<file path="src/tsm_pkg.sv">
// Shared constants for the input timing supervision block and its controller.
package tsm_pkg;
  // History depth and the position of the real sampling instant within it.
  localparam int HIST_DEPTH = 32;
  localparam int SAMPLE_POS = 16;
  localparam int DATA_WIDTH = 16;
  localparam int CLK_STATES = 32;
  // Clock-state bit that forms the output data clock (period of eight cycles).
  localparam int DCLK_PHASE_BIT = 2;
  // Device register addresses.
  localparam logic [4:0] ADDR_CTRL = 5'h03;
  localparam logic [4:0] ADDR_MARGIN = 5'h04;
  localparam logic [4:0] ADDR_SYNC = 5'h05;
  localparam logic [4:0] ADDR_CSTATE = 5'h06;
  localparam logic [4:0] ADDR_IRQ = 5'h19;
  // Control register fields; the delay code sits in bits 3:0.
  localparam int CTRL_AUTO_BIT = 7;
  localparam int CTRL_DLYEN_BIT = 6;
  localparam int CTRL_REFSEL_BIT = 5;
  // Interrupt register fields.
  localparam int IRQ_DATA_BIT = 7;
  localparam int IRQ_SYNC_BIT = 6;
  localparam int IRQ_TYPE_BIT = 5;
  localparam int IRQ_DMASK_BIT = 3;
  localparam int IRQ_SMASK_BIT = 2;
  // Reset values.
  localparam logic [7:0] CTRL_RST = 8'h00;
  localparam logic [7:0] MARGIN_RST = 8'h00;
  localparam logic [2:0] RATIO_RST = 3'h0;
  localparam logic [4:0] CSTATE_RST = 5'h00;
  localparam logic [2:0] RATIO_MAX = 3'h4;
  // Controller bus offsets and fields.
  localparam logic [7:0] HOST_CMD = 8'h00;
  localparam logic [7:0] HOST_STAT = 8'h04;
  localparam logic [7:0] HOST_DATA = 8'h08;
  localparam logic [7:0] HOST_SYNC = 8'h0c;
  localparam int CMD_RD_BIT = 13;
  localparam int STAT_BUSY_BIT = 8;
  localparam int STAT_IRQ_BIT = 9;
  localparam int SYNC_PER_BIT = 0;
  localparam int SYNC_ONE_BIT = 1;
  localparam int SYNC_INC_BIT = 2;
  localparam int SYNC_HIGH_CYCLES = 4;
endpackage : tsm_pkg

</file>
<file path="src/tsm_link_if.sv">
// Link between the converter timing monitor and its data source.
`timescale 1ns/10ps
interface tsm_link_if;
  import tsm_pkg::*;
  logic [DATA_WIDTH-1:0] data_bus;
  logic data_clock_out;
  logic sync_in;
  logic irq_n_out;
  logic irq_n_oe;
  logic irq_n;
  logic reg_wr;
  logic reg_rd;
  logic [4:0] reg_addr;
  logic [7:0] reg_wdata;
  logic [7:0] reg_rdata;
  logic reg_rvalid;
  // Open-drain wire with its external pull-up.
  assign irq_n = irq_n_oe ? irq_n_out : 1'b1;
  modport device (input data_bus, sync_in, reg_wr, reg_rd, reg_addr, reg_wdata,
    output data_clock_out, irq_n_out, irq_n_oe, reg_rdata, reg_rvalid);
  modport host (output data_bus, sync_in, reg_wr, reg_rd, reg_addr, reg_wdata,
    input data_clock_out, irq_n, reg_rdata, reg_rvalid);
endinterface : tsm_link_if

</file>
<file path="src/tsm_device.sv">
// Converter end: data margin checking, delay tuning, sync pulse logic and interrupt.
//
// Notes on behaviour
// - Margin samples before and after; mismatch flags error.
// - Four-bit data margin sets margin sample spacing.
// - Flag error when margin short, data maybe fine.
// - Error type bit: low hold, high setup.
// - Auto mode: setup raises delay, hold lowers it.
// - Applied delay code reads back to software.
// - Manual mode never alters the programmed delay.
// - Delay enable resets off; code applies once enabled.
// - Manual: one check per configuration; a changed delay code or data margin restarts.
// - Optimisation only when data timed to output clock.
// - Init pulse one cycle loads programmed clock state.
// - Thirty-two state machine; aligned reloads change nothing.
// - Sync ratio sets edges per pulse; 101-111 invalid.
// - Source gives sync edges every multiple of 32.
// - Clock state increment advances clocks one cycle.
// - Sync margin setting; short margin flags sync error.
// - One-shot or periodic sync, sampled on sample clock.
// - Interrupt is open-drain, active low, wired-OR capable.
// - Both flags interrupt by default; each maskable.
// - Flags latched until register read or overwritten.
// - Host recovery: lower margin, then step sync delay.
//
// The implementer's own choices: the AHB-Lite slave port and the placing of the registers.
`timescale 1ns/10ps
module tsm_device #(
  parameter int DW = tsm_pkg::DATA_WIDTH
) (
  input wire logic ref_clk_i,
  input wire logic rstn_i,
  tsm_link_if.device link,
  output logic [DW-1:0] data_word_o,
  output logic data_valid_o,
  output logic [4:0] clock_state_o,
  output logic init_pulse_o,
  output logic [3:0] applied_delay_o
);
  import tsm_pkg::*;

  typedef struct packed {
    logic [DW-1:0] data_s1;
    logic [HIST_DEPTH-1:0][DW-1:0] dhist;
    logic sync_s1;
    logic [HIST_DEPTH-1:0] shist;
    logic [4:0] cstate;
    logic init;
    logic [4:0] edge_cnt;
    logic [15:0] dline;
    logic dclk;
    logic [7:0] ctrl;
    logic [7:0] margin;
    logic [2:0] ratio;
    logic [4:0] cstate_cfg;
    logic data_err;
    logic sync_err;
    logic err_type;
    logic dmask;
    logic smask;
    logic armed;
    logic [7:0] rdata;
    logic rvalid;
    logic [DW-1:0] dword;
    logic dvalid;
    logic irq;
  } state_s;

  state_s st_ff;
  state_s nxt_st;

  // One step of the delay code toward later or earlier, held at the ends.
  function automatic logic [3:0] step_delay(input logic [3:0] code, input logic up);
    logic [3:0] res;
    res = code;
    if (up && code != 4'hf) begin
      res = code + 4'h1;
    end else if (!up && code != 4'h0) begin
      res = code - 4'h1;
    end
    return res;
  endfunction : step_delay

  // True when the sync level is unsteady within the margin around a rising edge.
  function automatic logic sync_window_bad(input logic [HIST_DEPTH-1:0] h,
                                           input logic [3:0] m);
    logic bad;
    bad = 1'b0;
    for (int i = 1; i < 16; i++) begin
      if (i <= int'(m)) begin
        if (h[SAMPLE_POS+i] || !h[SAMPLE_POS-i]) begin
          bad = 1'b1;
        end
      end
    end
    return bad;
  endfunction : sync_window_bad

  logic tick;
  logic sync_edge;
  logic setup_bad;
  logic hold_bad;
  logic check_now;
  logic [3:0] dmargin;
  logic [4:0] ratio_target;

  // Next-state logic for the whole block.
  always_comb begin
    nxt_st = st_ff;
    dmargin = st_ff.margin[7:4];
    // Sample point is the clock-state phase where the data clock falls.
    tick = (st_ff.cstate[2:0] == 3'h0);
    // Two flops on the data and sync pins before any logic looks at them.
    nxt_st.data_s1 = link.data_bus;
    nxt_st.dhist = {st_ff.dhist[HIST_DEPTH-2:0], st_ff.data_s1};
    nxt_st.sync_s1 = link.sync_in;
    nxt_st.shist = {st_ff.shist[HIST_DEPTH-2:0], st_ff.sync_s1};

    // Earlier sample differing means data changed late; later one, early.
    setup_bad = (st_ff.dhist[SAMPLE_POS + int'(dmargin)] != st_ff.dhist[SAMPLE_POS]);
    hold_bad = (st_ff.dhist[SAMPLE_POS - int'(dmargin)] != st_ff.dhist[SAMPLE_POS]);

    // Checks run only while data is timed against the output clock.
    check_now = tick && !st_ff.ctrl[CTRL_REFSEL_BIT] &&
                (st_ff.ctrl[CTRL_AUTO_BIT] || st_ff.armed);
    nxt_st.dvalid = tick;
    if (tick) begin
      nxt_st.dword = st_ff.dhist[SAMPLE_POS];
    end
    if (check_now) begin
      nxt_st.armed = 1'b0;
    end

    // Clock generation: 32 states, reloaded by the init pulse.
    nxt_st.cstate = st_ff.init ? st_ff.cstate_cfg : st_ff.cstate + 5'h1;
    nxt_st.dline = {st_ff.dline[14:0], st_ff.cstate[DCLK_PHASE_BIT]};
    // Delay code stays out of the path until the enable bit is set.
    nxt_st.dclk = st_ff.ctrl[CTRL_DLYEN_BIT] ? st_ff.dline[st_ff.ctrl[3:0]] :
                  st_ff.dline[0];

    // Sync edge counting; invalid ratio codes never produce a pulse.
    sync_edge = st_ff.shist[SAMPLE_POS] && !st_ff.shist[SAMPLE_POS+1];
    ratio_target = 5'h1 << st_ff.ratio;
    nxt_st.init = 1'b0;
    if (sync_edge && st_ff.ratio <= RATIO_MAX) begin
      if (st_ff.edge_cnt + 5'h1 >= ratio_target) begin
        nxt_st.edge_cnt = 5'h0;
        nxt_st.init = 1'b1;
      end else begin
        nxt_st.edge_cnt = st_ff.edge_cnt + 5'h1;
      end
    end

    // Register port; reads answer one cycle later.
    nxt_st.rvalid = link.reg_rd;
    if (link.reg_rd) begin
      if (link.reg_addr == ADDR_CTRL) begin
        nxt_st.rdata = st_ff.ctrl;
      end else if (link.reg_addr == ADDR_MARGIN) begin
        nxt_st.rdata = st_ff.margin;
      end else if (link.reg_addr == ADDR_SYNC) begin
        nxt_st.rdata = {5'h00, st_ff.ratio};
      end else if (link.reg_addr == ADDR_CSTATE) begin
        nxt_st.rdata = {3'h0, st_ff.cstate_cfg};
      end else if (link.reg_addr == ADDR_IRQ) begin
        nxt_st.rdata = {st_ff.data_err, st_ff.sync_err, st_ff.err_type, 1'b0,
                        st_ff.dmask, st_ff.smask, 2'b00};
        nxt_st.data_err = 1'b0;
        nxt_st.sync_err = 1'b0;
      end else begin
        nxt_st.rdata = 8'h00;
      end
    end
    if (link.reg_wr) begin
      if (link.reg_addr == ADDR_CTRL) begin
        nxt_st.ctrl = link.reg_wdata;
        if (link.reg_wdata[3:0] != st_ff.ctrl[3:0]) begin
          nxt_st.armed = 1'b1;
        end
      end else if (link.reg_addr == ADDR_MARGIN) begin
        nxt_st.margin = link.reg_wdata;
        if (link.reg_wdata[7:4] != st_ff.margin[7:4]) begin
          nxt_st.armed = 1'b1;
        end
      end else if (link.reg_addr == ADDR_SYNC) begin
        nxt_st.ratio = link.reg_wdata[2:0];
      end else if (link.reg_addr == ADDR_CSTATE) begin
        nxt_st.cstate_cfg = link.reg_wdata[4:0];
      end else if (link.reg_addr == ADDR_IRQ) begin
        // Writing zero to a flag clears it; writing one leaves it as is.
        nxt_st.data_err = st_ff.data_err & link.reg_wdata[IRQ_DATA_BIT];
        nxt_st.sync_err = st_ff.sync_err & link.reg_wdata[IRQ_SYNC_BIT];
        nxt_st.dmask = link.reg_wdata[IRQ_DMASK_BIT];
        nxt_st.smask = link.reg_wdata[IRQ_SMASK_BIT];
      end
    end

    // Error events come last so that a set beats a clear in the same cycle.
    if (check_now && (setup_bad || hold_bad)) begin
      nxt_st.data_err = 1'b1;
      nxt_st.err_type = setup_bad;
      if (st_ff.ctrl[CTRL_AUTO_BIT]) begin
        // A write in the same cycle loses to the adjustment of the applied code.
        nxt_st.ctrl[3:0] = step_delay(st_ff.ctrl[3:0], setup_bad);
      end
    end
    if (sync_edge && sync_window_bad(st_ff.shist, st_ff.margin[3:0])) begin
      nxt_st.sync_err = 1'b1;
    end

    // Active-high request, pulled low on the pin through the enable.
    nxt_st.irq = (nxt_st.data_err && !nxt_st.dmask) ||
                 (nxt_st.sync_err && !nxt_st.smask);
  end

  // All state in one register; apart from register writes, the delay code only moves in auto mode.
  always_ff @(posedge ref_clk_i or negedge rstn_i) begin
    if (!rstn_i) begin
      st_ff <= '0;
      st_ff.ctrl <= CTRL_RST;
      st_ff.margin <= MARGIN_RST;
      st_ff.ratio <= RATIO_RST;
      st_ff.cstate_cfg <= CSTATE_RST;
      st_ff.armed <= 1'b1;
    end else begin
      st_ff <= nxt_st;
    end
  end

  assign link.data_clock_out = st_ff.dclk;
  assign link.irq_n_out = 1'b0;
  assign link.irq_n_oe = st_ff.irq;
  assign link.reg_rdata = st_ff.rdata;
  assign link.reg_rvalid = st_ff.rvalid;
  assign data_word_o = st_ff.dword;
  assign data_valid_o = st_ff.dvalid;
  assign clock_state_o = st_ff.cstate;
  assign init_pulse_o = st_ff.init;
  assign applied_delay_o = st_ff.ctrl[CTRL_DLYEN_BIT] ? st_ff.ctrl[3:0] : 4'h0;
endmodule : tsm_device

</file>
<file path="src/flat_wrapper.sv">
// flat-port wrapper written by rule: the top's interface ports become plain ports
module tsm_device_flat import tsm_pkg::*;
#(
  parameter int DW = tsm_pkg::DATA_WIDTH
)
  (ref_clk_i, rstn_i, data_word_o, data_valid_o, clock_state_o, init_pulse_o, applied_delay_o, link_data_bus, link_sync_in, link_reg_wr, link_reg_rd, link_reg_addr, link_reg_wdata, link_data_clock_out, link_irq_n_out, link_irq_n_oe, link_reg_rdata, link_reg_rvalid);
  tsm_link_if link_i ();
  input wire logic ref_clk_i;
  input wire logic rstn_i;
  output logic [DW-1:0] data_word_o;
  output logic data_valid_o;
  output logic [4:0] clock_state_o;
  output logic init_pulse_o;
  output logic [3:0] applied_delay_o;
  input wire logic [$bits(link_i.data_bus)-1:0] link_data_bus;
  input wire logic [$bits(link_i.sync_in)-1:0] link_sync_in;
  input wire logic [$bits(link_i.reg_wr)-1:0] link_reg_wr;
  input wire logic [$bits(link_i.reg_rd)-1:0] link_reg_rd;
  input wire logic [$bits(link_i.reg_addr)-1:0] link_reg_addr;
  input wire logic [$bits(link_i.reg_wdata)-1:0] link_reg_wdata;
  output wire logic [$bits(link_i.data_clock_out)-1:0] link_data_clock_out;
  output wire logic [$bits(link_i.irq_n_out)-1:0] link_irq_n_out;
  output wire logic [$bits(link_i.irq_n_oe)-1:0] link_irq_n_oe;
  output wire logic [$bits(link_i.reg_rdata)-1:0] link_reg_rdata;
  output wire logic [$bits(link_i.reg_rvalid)-1:0] link_reg_rvalid;
  assign link_i.data_bus = link_data_bus;
  assign link_i.sync_in = link_sync_in;
  assign link_i.reg_wr = link_reg_wr;
  assign link_i.reg_rd = link_reg_rd;
  assign link_i.reg_addr = link_reg_addr;
  assign link_i.reg_wdata = link_reg_wdata;
  assign link_data_clock_out = link_i.data_clock_out;
  assign link_irq_n_out = link_i.irq_n_out;
  assign link_irq_n_oe = link_i.irq_n_oe;
  assign link_reg_rdata = link_i.reg_rdata;
  assign link_reg_rvalid = link_i.reg_rvalid;
  tsm_device #(.DW(DW)) u_core (.ref_clk_i(ref_clk_i), .rstn_i(rstn_i), .link(link_i), .data_word_o(data_word_o), .data_valid_o(data_valid_o), .clock_state_o(clock_state_o), .init_pulse_o(init_pulse_o), .applied_delay_o(applied_delay_o));
endmodule
</file>
<file path="config.mk">
export PLATFORM = sky130hd
export DESIGN_NAME = tsm_device_flat
export DESIGN_NICKNAME = d
export VERILOG_FILES = /design/src/tsm_pkg.sv /design/src/tsm_link_if.sv /design/src/tsm_device.sv /design/src/flat_wrapper.sv
export SDC_FILE = /design/constraint.sdc
export NUM_CORES = 1
export LEC_CHECK = 0
export BUFFER_PORTS_ARGS = -buffer_cell sky130_fd_sc_hd__buf_2
export CAP_MARGIN = 20
export CORE_MARGIN = 5
export CORE_UTILIZATION = 50
export CTS_CLUSTER_DIAMETER = 30
export DETAILED_ROUTE_END_ITERATION = 8
export HOLD_SLACK_MARGIN = 0.02
export PLACE_DENSITY = 0.63
export SLEW_MARGIN = 20
export SYNTH_ARGS = -nofsm -noshare
export SYNTH_HDL_FRONTEND = slang
export SYNTH_SLANG_ARGS = --single-unit
</file>
<file path="constraint.sdc">
create_clock -name ref_clk_i -period 5.04 [get_ports ref_clk_i]
set_input_delay 1.26 -clock ref_clk_i [delete_from_list [all_inputs] [get_ports ref_clk_i]]
set_output_delay 1.26 -clock ref_clk_i [all_outputs]
set_load 0.005 [all_outputs]
</file>
; ---- Word level (Yosys, flattened, before mapping)
; Index checks and enable logic that the tools add are counted.
[totals]
reg_bits = 646
inputBits = 34
elab_cells = 235
[op_classes]
n_addsub = 6
n_lt_le_gt_ge = 20
eq_ne = 11
n_shift = 1
mux = 82
bitwise_logic = 5
n_reduce_logical = 54
[ops]
columns = operator, count
row1 = binary-select mux 16 bit (select 5 bit), 2
row2 = less-than comparator 32 x 7 -> 1 bit (second input constant), 2
row3 = two-way mux 16 bit, 4
row4 = two-way mux 8 bit, 6
row5 = two-way mux 1 bit, 40
row6 = <= comparator 4 bit (first input constant), 8
row7 = inequality test 16 bit, 2
row8 = two-way mux 2 bit, 13
row9 = two-way mux 4 bit, 6
row10 = two-way mux 22 bit, 1
row11 = logical NOT 1 bit, 20
row12 = logical OR 1 bit, 18
row13 = two-way mux 18 bit, 1
row14 = <= comparator 3 x 4 -> 1 bit (first input constant), 4
row15 = == test 5 x 3 -> 1 bit (second input constant), 3
row16 = two-way mux 5 bit, 3
row17 = adder 5 x 1 -> 5 bit (second input constant), 2
row18 = logical AND 1 bit, 10
row19 = two-way mux 10 bit, 1
row20 = <= comparator 2 x 4 -> 1 bit (first input constant), 2
row21 = inequality test 4 bit, 2
row22 = inequality test 4 bit (second input constant), 2
row23 = two-way mux 7 bit, 1
row24 = adder 5 x 4 -> 6 bit (first input constant), 1
row25 = 21 further kinds, 25

; ---- Depth between registers and ports, before layout
; Gate-level depths: netlist (run 1).
[logic_depth]
depth_word = 36
mapped_depth = 19
mapped_depth_nobuf = 12

; ---- Worst setup path before layout (run 1)
; No wires, ideal clock.
[synth_timing]
path_type = register to register
startpoint = register u_core.st_ff (netlist bit u_core.dmargin[0])
endpoint = register u_core.st_ff[52] in the netlist's numbering
t_arrival_ps = 4107
required_time_ps = 4936
setup_slack_ps = 829
stages_incl_launch_ff = 19
n_path_buf = 6
period_less_slack_ps = 4211
cell_sequence = dfrtp_1 > buf_6 > buf_2 > inv_2 > buf_1 > ha_1 > xnor2_2 > buf_2 > buf_4 > buf_2 > mux4_2 > mux2i_1 > nand2_1 > mux2i_1 > o2111ai_1 > nor4_4 > a31oi_4 > mux2i_1 > a221oi_1
[synth_via]
elab_chain_len = 9
[synth_rtl]
columns = item, line_no
row1 = "start, declared", tsm_device.sv:69  ; state_s st_ff;
row2 = "start signal, assigned", tsm_device.sv:226  ; st_ff <= nxt_st;
row3 = adder 5 x 4 -> 6 bit, tsm_device.sv:120  ; setup_bad = (st_ff.dhist[SAMPLE_POS + int'(dmargin)] != st_ff.dhist[SAMPLE_POS]);
row4 = binary-select mux 16 bit (select 5 bit), tsm_device.sv:120
row5 = two-way mux 16 bit (implied by the code) (2 in a row), tsm_device.sv:120
row6 = inequality test 16 bit, tsm_device.sv:120
row7 = logical AND 1 bit, tsm_device.sv:76  ; if (up && code != 4'hf) begin
row8 = two-way mux 4 bit, tsm_device.sv:76
row9 = two-way mux 4 bit, tsm_device.sv:202  ; if (st_ff.ctrl[CTRL_AUTO_BIT]) begin
row10 = two-way mux 4 bit, tsm_device.sv:199  ; if (check_now && (setup_bad || hold_bad)) begin
; Several ways; a longest one is shown, not always the timed one. The select of a mux whose other input is x is not followed.
; A chain may end at the register's enable or synchronous reset.

; ---- Worst setup path in the final report (run 1)
[layout_timing]
startpoint = register u_core.st_ff (netlist bit u_core.dmargin[2])
endpoint = register u_core.st_ff[52] in the netlist's numbering
; The elaborated chain is that of the path after synthesis.

==> results of run 1 <==
## timing repair
item / 4_1_cts / 5_1_grt
hold endpoints to repair: 0 / 0
buffers inserted: 0 / 0
gates resized for setup: 0 / 1
endpoints found under the setup margin: 0 / 4
## worst register-to-register path, stage by stage (launching register included)
cell and delay [ns]:
dfrtp_4 0.83, buf_4 0.39, xor2_4 0.54, nand3_1 0.16, a41oi_1 0.34, nor3_1 0.10, a311o_1 0.35, a2111oi_2 0.54
buf_4 0.21, and4b_2 0.27, a31oi_4 0.15, mux2i_1 0.18, a221oi_1 0.29
## cell type report
type,count,share of cell area (%)
Multi-Input combinational cell,869,25.8
Antenna cell,1,0.00844
Clock buffer,139,10.8
Tap cell,664,2.80
Timing Repair Buffer,114,2.74
Inverter,21,0.266
Clock inverter,85,3.09
Sequential cell,646,54.5
## metal layers
metal	wire length [um]	GRT usage (%)
met1	24600	30.7
met2	26500	33.0
met3	3560	5.73
met4	1360	6.71
met5	0	0
## cell families after synthesis
group           after synthesis
compound gates              226
xor+xnor                     33
fa+ha+maj                    12
buf+inv                     142
flops                       646
mux                         246
other cells                   1
simple gates                350
## where the power goes
| group | switching [mW] | total [mW] | internal (mW) |
|---|---|---|---|
| Combinational | 1.83 | 3.38 | 1.55 |
| Clock | 2.75 | 7.93 | 5.18 |
| Sequential | 0.455 | 6.13 | 5.67 |
## through the flow
stage | power (mW) | cells | hold WS, ns | util (%)
after floorplan | 8.54 | 1656 | 0.331 | -
after global placement | 9.53 | 2313 | 0.333 | 52.4
after detailed placement | 9.58 | 2313 | 0.335 | 52.4
after CTS | 17.6 | 2537 | 0.342 | 60.8
after global routing | 18.2 | 2538 | 0.349 | 60.8
final | 17.4 | 2539 | 0.343 | 60.8
## Yosys cell counts, types with 3 or more instances
cell | instances | area share, %
buf_4 | 39 | 1.2
a221oi_2 | 3 | 0.18
nor2b_1 | 22 | 0.56
a211o_1 | 4 | 0.14
inv_1 | 19 | 0.29
a21oi_1 | 41 | 0.84
and2_1 | 14 | 0.36
mux4_2 | 96 | 8.8
and3_1 | 7 | 0.18
a32oi_1 | 11 | 0.39
a221oi_1 | 8 | 0.29
nand2b_1 | 11 | 0.28
mux2_2 | 41 | 1.9
a22oi_1 | 14 | 0.43
nor2_1 | 56 | 0.86
nor4_1 | 8 | 0.20
nand4_1 | 9 | 0.23
a22o_1 | 13 | 0.46
xor2_1 | 12 | 0.43
o21ai_0 | 47 | 0.96
a2111oi_0 | 5 | 0.18
buf_1 | 3 | 0.046
o21a_1 | 3 | 0.092
o211ai_1 | 9 | 0.28
nand2_1 | 115 | 1.8
nor3b_1 | 17 | 0.52
a211oi_1 | 7 | 0.21
buf_2 | 36 | 0.73
buf_6 | 5 | 0.23
mux2i_1 | 108 | 4.4
dfrtp_1 | 645 | 66
ha_1 | 11 | 0.56
clkbuf_1 | 37 | 0.57
nor3_1 | 20 | 0.41
a2bb2oi_1 | 3 | 0.11
a222oi_1 | 3 | 0.12
a31oi_1 | 14 | 0.36
xnor2_1 | 19 | 0.68
o22ai_1 | 9 | 0.23
nand3_1 | 36 | 0.73
a21o_1 | 4 | 0.12
nand3b_1 | 12 | 0.37
## how the worst max path moves through the flow
stage                             to  depth (start not counted)
global placement    u_core.st_ff[51]                         11
global route        u_core.st_ff[51]                         12
CTS                 u_core.st_ff[52]                         12
detailed placement  u_core.st_ff[52]                         12
floorplan           u_core.st_ff[52]                         18
finish              u_core.st_ff[52]                         12
## sequential cells by signal, summed over array words and instances, names as in the netlist, 4 cells and up
name / cells
u_core.clock_state_o: 5
u_core.data_word_o: 16
u_core.dmargin: 4
u_core.link.reg_rdata: 8
u_core.nxt_st: 559
u_core.st_ff: 49
==> run_results.csv, run 1 <==
group,metric,value,unit
timing,timing.setup.tns,0,ns
worst_setup_path,worstPathArrival,4.99,ns
synth,synth.area.mux_share,15.1,%
clock_network,cts.sink_count,646,
global_routing,track_usage,21.5,%
die,rows,81,
final_layout,nets,1816,
timing,final.min_clock_period,4.46,ns
synth,synth_compound_area_share,6.56,%
place,dpl_cell_area,25500,sq um
final_layout,fill_cells,3677,
run_status,status,"finished clean",
place,place_ws,0.251,ns
worst_setup_path,end_kind,"flip-flop",
synth,synth_cell_types,88,
timing,timing.final.hold_violations,0,
final_layout,layout_common_cells,"dfrtp_1 (642), clkbuf_16 (120), nand2_1 (115)",
timing,fin_crit_sh,88.5,%
global_routing,first_global_vias,15164,
power_and_ir_drop,power_density,588,nW/um^2
route,vias,14340,
place,place_hpwl,36300,um
route,wirelength,56000,um
die,boundaryPins,73,
timing,fmaxAchievable,224,MHz
final_layout,layout-drive-gt1-share,26.5,%
synth,async_reset_ff_share,100,%
synth,synth_top_family_by_area,"multiplexers",
die,dieWidth,231,um
clock_network,root_buffer,"clkbuf_16",
global_routing,overflow,0,
worst_setup_path,r2r_slack,0.58,ns
timing,worst_pin_slew,0.944,ns
route,wire_per_inst,22.0,um
die,die_h,231,um
die,fp.coreArea,48700,sq um
timing,final_max_slew_viol_count,0,
synth,syn_nets,1702,
synth,syn_area_per_cell,14.8,sq um
place,gp_congestion,0.832,
job,drv_cap,0,
clock_network,cts_made_buffers,118,
synth,synth_xor_area_share,1.24,%
synth,synth_fa_ha_area_share,0.643,%
final_layout,final_common_cell,"dfrtp_1",
synth,synth_enable_flop_cells,0,
worst_setup_path,max_stage_delay,0.83,ns
worst_setup_path,path_cells,"buf_4 -> xor2_4 -> nand3_1 -> a41oi_1 -> nor3_1 -> a311o_1 -> a2111oi_2 -> buf_4 -> and4b_2 -> a31oi_4 -> mux2i_1 -> a221oi_1",
worst_setup_path,crit_slowest_cell,"dfrtp_4",
timing,setup_violations,0,
min_path,hp-class,"flip-flop to flip-flop",
route,first_iter_violations,1070,
min_path,hold_depth,0,
global_routing,grt_first_pass_wirelength,89800,um
worst_setup_path,cp_max_fo,36,
worst_setup_path,start_kind,"flip-flop",
worst_setup_path,worstSetupStartpoint,"u_core.dmargin[2]",
final_layout,area_delta_synth_final,20.9,%
worst_setup_path,timing.rr.end,"u_core.st_ff[52]",
clock_network,hold_buffers,0,
die,die-area,53600,sq um
worst_setup_path,rr_worst_depth,12,
route,avgViaCountPerCell,5.65,
route,firstDrtPassIters,7,
route,ant_nets,0,
worst_setup_path,crit_top_cell,"buf_4",
worst_setup_path,r2r-start,"u_core.dmargin[2]",
clock_network,cts_max_path_buffers,3,
die,initial_core_util,50.3,%
final_layout,postLayoutCellArea,29700,sq um
min_path,hold_start,"u_core.nxt_st[318]",
clock_network,clock_latency,0.66,ns
worst_setup_path,critPathTopFamily,"compound AO/OA/AOI/OAI gates",
min_path,holdPathEnd,"u_core.nxt_st[334]",
synth,yosysWarnings,0,
synth,synth_flop_cell,"dfrtp_1",
place,io_buffers,71,
synth,synthCells,1656,
synth,ys_seq_area_share,65.9,%
worst_setup_path,cp_num_buf_inv,2,
route,drc,0,
timing,rsz0062_at_grt,"no",
global_routing,antenna_found_initial,1,
timing,fin_skew,0.0248,ns
final_layout,seq_area,16200,sq um
synth,ys_ff_latch,646,
synth,mappedNetlistArea,24500,sq um
worst_setup_path,crit_type,"flip-flop to flip-flop",
timing,slew_headroom,37.1,%
power_and_ir_drop,p_leak,12.8,nW
synth,yosys.area_share.simple,7.33,%
clock_network,tritoncts,"built",
clock_network,clk_pin_slew,0.05,ns
clock_network,h-tree-depth,3,
worst_setup_path,cp.required,5.57,ns
final_layout,multi_input_area,7650,sq um
power_and_ir_drop,ir_drop,0.382,mV
timing,finalWorstSetupSlack,0.581,ns
global_routing,grt_max_degree,119,
(Power assumes the default switching activity.)
==> run 2: changes to the inputs <==
Settings changed: CTS_BUF_LIST set to sky130_fd_sc_hd__clkbuf_8 sky130_fd_sc_hd__clkbuf_16, GPL_TIMING_DRIVEN set to 0.
==> run 2 against run 1 <==
Design area up 2.2%. Total power rose by 4.3%. First-iteration DRC count grew 8.2%. Largest power group unchanged. Global-route usage rose by 2.4 points. Wire length up 12%. Via count up 4.4%. Count of clock-buffer cells in the layout shrank 2. Sequential power down 2%.
==> run_results.csv, run 2 (synthesis results as in run 1) <==
group,metric,value,unit
run_status,status,"finished clean",
timing,timing.final.hold_violations,0,
route,wirelength,62700,um
global_routing,first_global_vias,15824,
final_layout,layout-drive-gt1-share,28.0,%
final_layout,final_common_cell,"dfrtp_1",
worst_setup_path,r2r_slack,0.04,ns
worst_setup_path,critPathTopFamily,"buffers and inverters",
worst_setup_path,path_cells,"buf_2 -> clkbuf_1 -> buf_2 -> mux4_2 -> a221oi_2 -> xnor2_1 -> nor4_1 -> nand4_2 -> o21ai_0 -> ha_1 -> a21o_1 -> a21oi_1 -> xor2_1 -> a221oi_1",
place,io_buffers,69,
worst_setup_path,max_stage_delay,0.67,ns
timing,fin_hold_ws,0.343,ns
global_routing,track_usage,23.9,%
worst_setup_path,start_kind,"flip-flop",
route,avgViaCountPerCell,5.71,
timing,fin_skew,0.0231,ns
route,wire_per_inst,23.9,um
route,drc,0,
worst_setup_path,crit_slowest_cell,"clkbuf_1",
timing,setup_violations,0,
clock_network,clock_latency,0.65,ns
place,place_hpwl,42500,um
timing,final.min_clock_period,5.00,ns
timing,worst_pin_slew,0.910,ns
route,first_iter_violations,1158,
die,boundaryPins,73,
die,die_h,231,um
die,die-area,53600,sq um
worst_setup_path,cp_num_buf_inv,3,
final_layout,fill_cells,3600,
timing,fin_crit_sh,99.2,%
clock_network,cts_made_buffers,120,
final_layout,area_delta_synth_final,23.6,%
final_layout,nets,1901,
die,dieWidth,231,um
timing,fmaxAchievable,200,MHz
final_layout,multi_input_area,7660,sq um
timing,rsz0062_at_grt,"no",
clock_network,cts.sink_count,646,
die,fp.coreArea,48700,sq um
clock_network,root_buffer,"clkbuf_16",
min_path,hp-class,"flip-flop to flip-flop",
global_routing,antenna_found_initial,0,
power_and_ir_drop,power_density,600,nW/um^2
clock_network,h-tree-depth,3,
worst_setup_path,worstPathArrival,5.54,ns
global_routing,overflow,0,
worst_setup_path,crit_type,"flip-flop to flip-flop",
clock_network,clk_pin_slew,0.05,ns
worst_setup_path,crit_top_cell,"buf_2",
final_layout,postLayoutCellArea,30300,sq um
power_and_ir_drop,p_leak,13.3,nW
power_and_ir_drop,ir_drop,0.375,mV
place,dpl_cell_area,25900,sq um
worst_setup_path,cp_max_fo,10,
place,gp_congestion,0.921,
worst_setup_path,end_kind,"flip-flop",
clock_network,cts_max_path_buffers,3,
worst_setup_path,cp.required,5.58,ns
final_layout,largest_reg_flops,559,
timing,final_max_slew_viol_count,0,
final_layout,layout_common_cells,"dfrtp_1 (645), clkbuf_16 (123), nand2_1 (115)",
die,rows,81,
route,firstDrtPassIters,5,
route,ant_nets,0,
job,drv_cap,0,
final_layout,seq_area,16200,sq um
timing,slew_headroom,39.1,%
final_layout,diodes,0,
global_routing,grt_first_pass_wirelength,97500,um
clock_network,hold_buffers,0,
die,initial_core_util,50.3,%
clock_network,tritoncts,"built",
global_routing,grt_max_degree,110,
route,vias,14965,
[run 2: cell types whose count changed in the layout (fill, tap and decap cells not counted), moves of 10 or more]
cell        previous run  this run
buf_2                 70        95
clkbuf_1               7        29
buf_4                 33        46
clkinvlp_4            22        11
inv_1                 19        30
buf_12                10         0
[run 2: metal layers]
metal / track usage (%) / part of all wire, % / vias up
li1: - / - / 6430
met1: 34.0 / 44 / 7929
met2: 37.4 / 48 / 478
met3: 4.19 / 5.1 / 128
met4: 9.36 / 3.3 / 0
met5: 0 / 0 / -
[run 2: metrics by stage]
| step | utilization [%] | TNS, ns | setup WS (ns) | instances | total power, mW |
|---|---|---|---|---|---|
| 6_report | 62.2 | 0 | 0.0414 | 2619 | 18.2 |
| 5_1_grt | 62.2 | 0 | 0.00982 | 2619 | 18.9 |
| 3_5_place_dp | 53.2 | -7.70 | -1.24 | 2397 | 9.90 |
| 2_1_floorplan | - | 0 | 0.829 | 1656 | 8.54 |
| 4_1_cts | 62.1 | 0 | 0.00573 | 2618 | 18.3 |
| 3_3_place_gp | 52.7 | -6410.01 | -10.02 | 2389 | 9.84 |
[run 2: power breakdown]
part / switching [mW] / total [mW] / internal, mW
clock: 2.71 / 8.28 / 5.57
combinational: 2.23 / 3.91 / 1.68
sequential: 0.329 / 6.00 / 5.67
total: 5.27 / 18.2 / 12.9
[run 2: worst paths after layout]
check                              startpoint                  to  cells after the start
setup / recovery            u_core.dmargin[3]    u_core.st_ff[52]                     14
hold / removal             u_core.nxt_st[130]  u_core.nxt_st[146]                      0
setup reg to reg            u_core.dmargin[3]    u_core.st_ff[52]                     14
hold reg to reg            u_core.nxt_st[130]  u_core.nxt_st[146]                      0
max in group asynchronous              rstn_i  u_core.nxt_st[287]                      3
min in group asynchronous              rstn_i  u_core.nxt_st[514]                      1
[run 2: area by class of cell]
type	count	share of cell area (%)
Inverter	21	0.268
Tap cell	664	2.74
Clock inverter	85	3.32
Clock buffer	137	10.8
Timing Repair Buffer	78	1.87
Buffer	120	2.44
Sequential cell	646	53.3
Multi-Input combinational cell	868	25.3
[run 2: what timing repair did]
item	4_1_cts	5_1_grt
pin swaps	0	1
setup buffers	0	1
gates resized for setup	23	18
hold endpoints to repair	0	0
endpoints found under the setup margin	7	6
[run 2: worst register-to-register path, stage by stage (launching register included)]
cell and delay, ns:
dfrtp_1 0.32, buf_2 0.20, clkbuf_1 0.67, buf_2 0.47, mux4_2 0.38, a221oi_2 0.31
xnor2_1 0.10, nor4_1 0.56, nand4_2 0.44, o21ai_0 0.39, ha_1 0.32, a21o_1 0.17
a21oi_1 0.19, xor2_1 0.09, a221oi_1 0.28
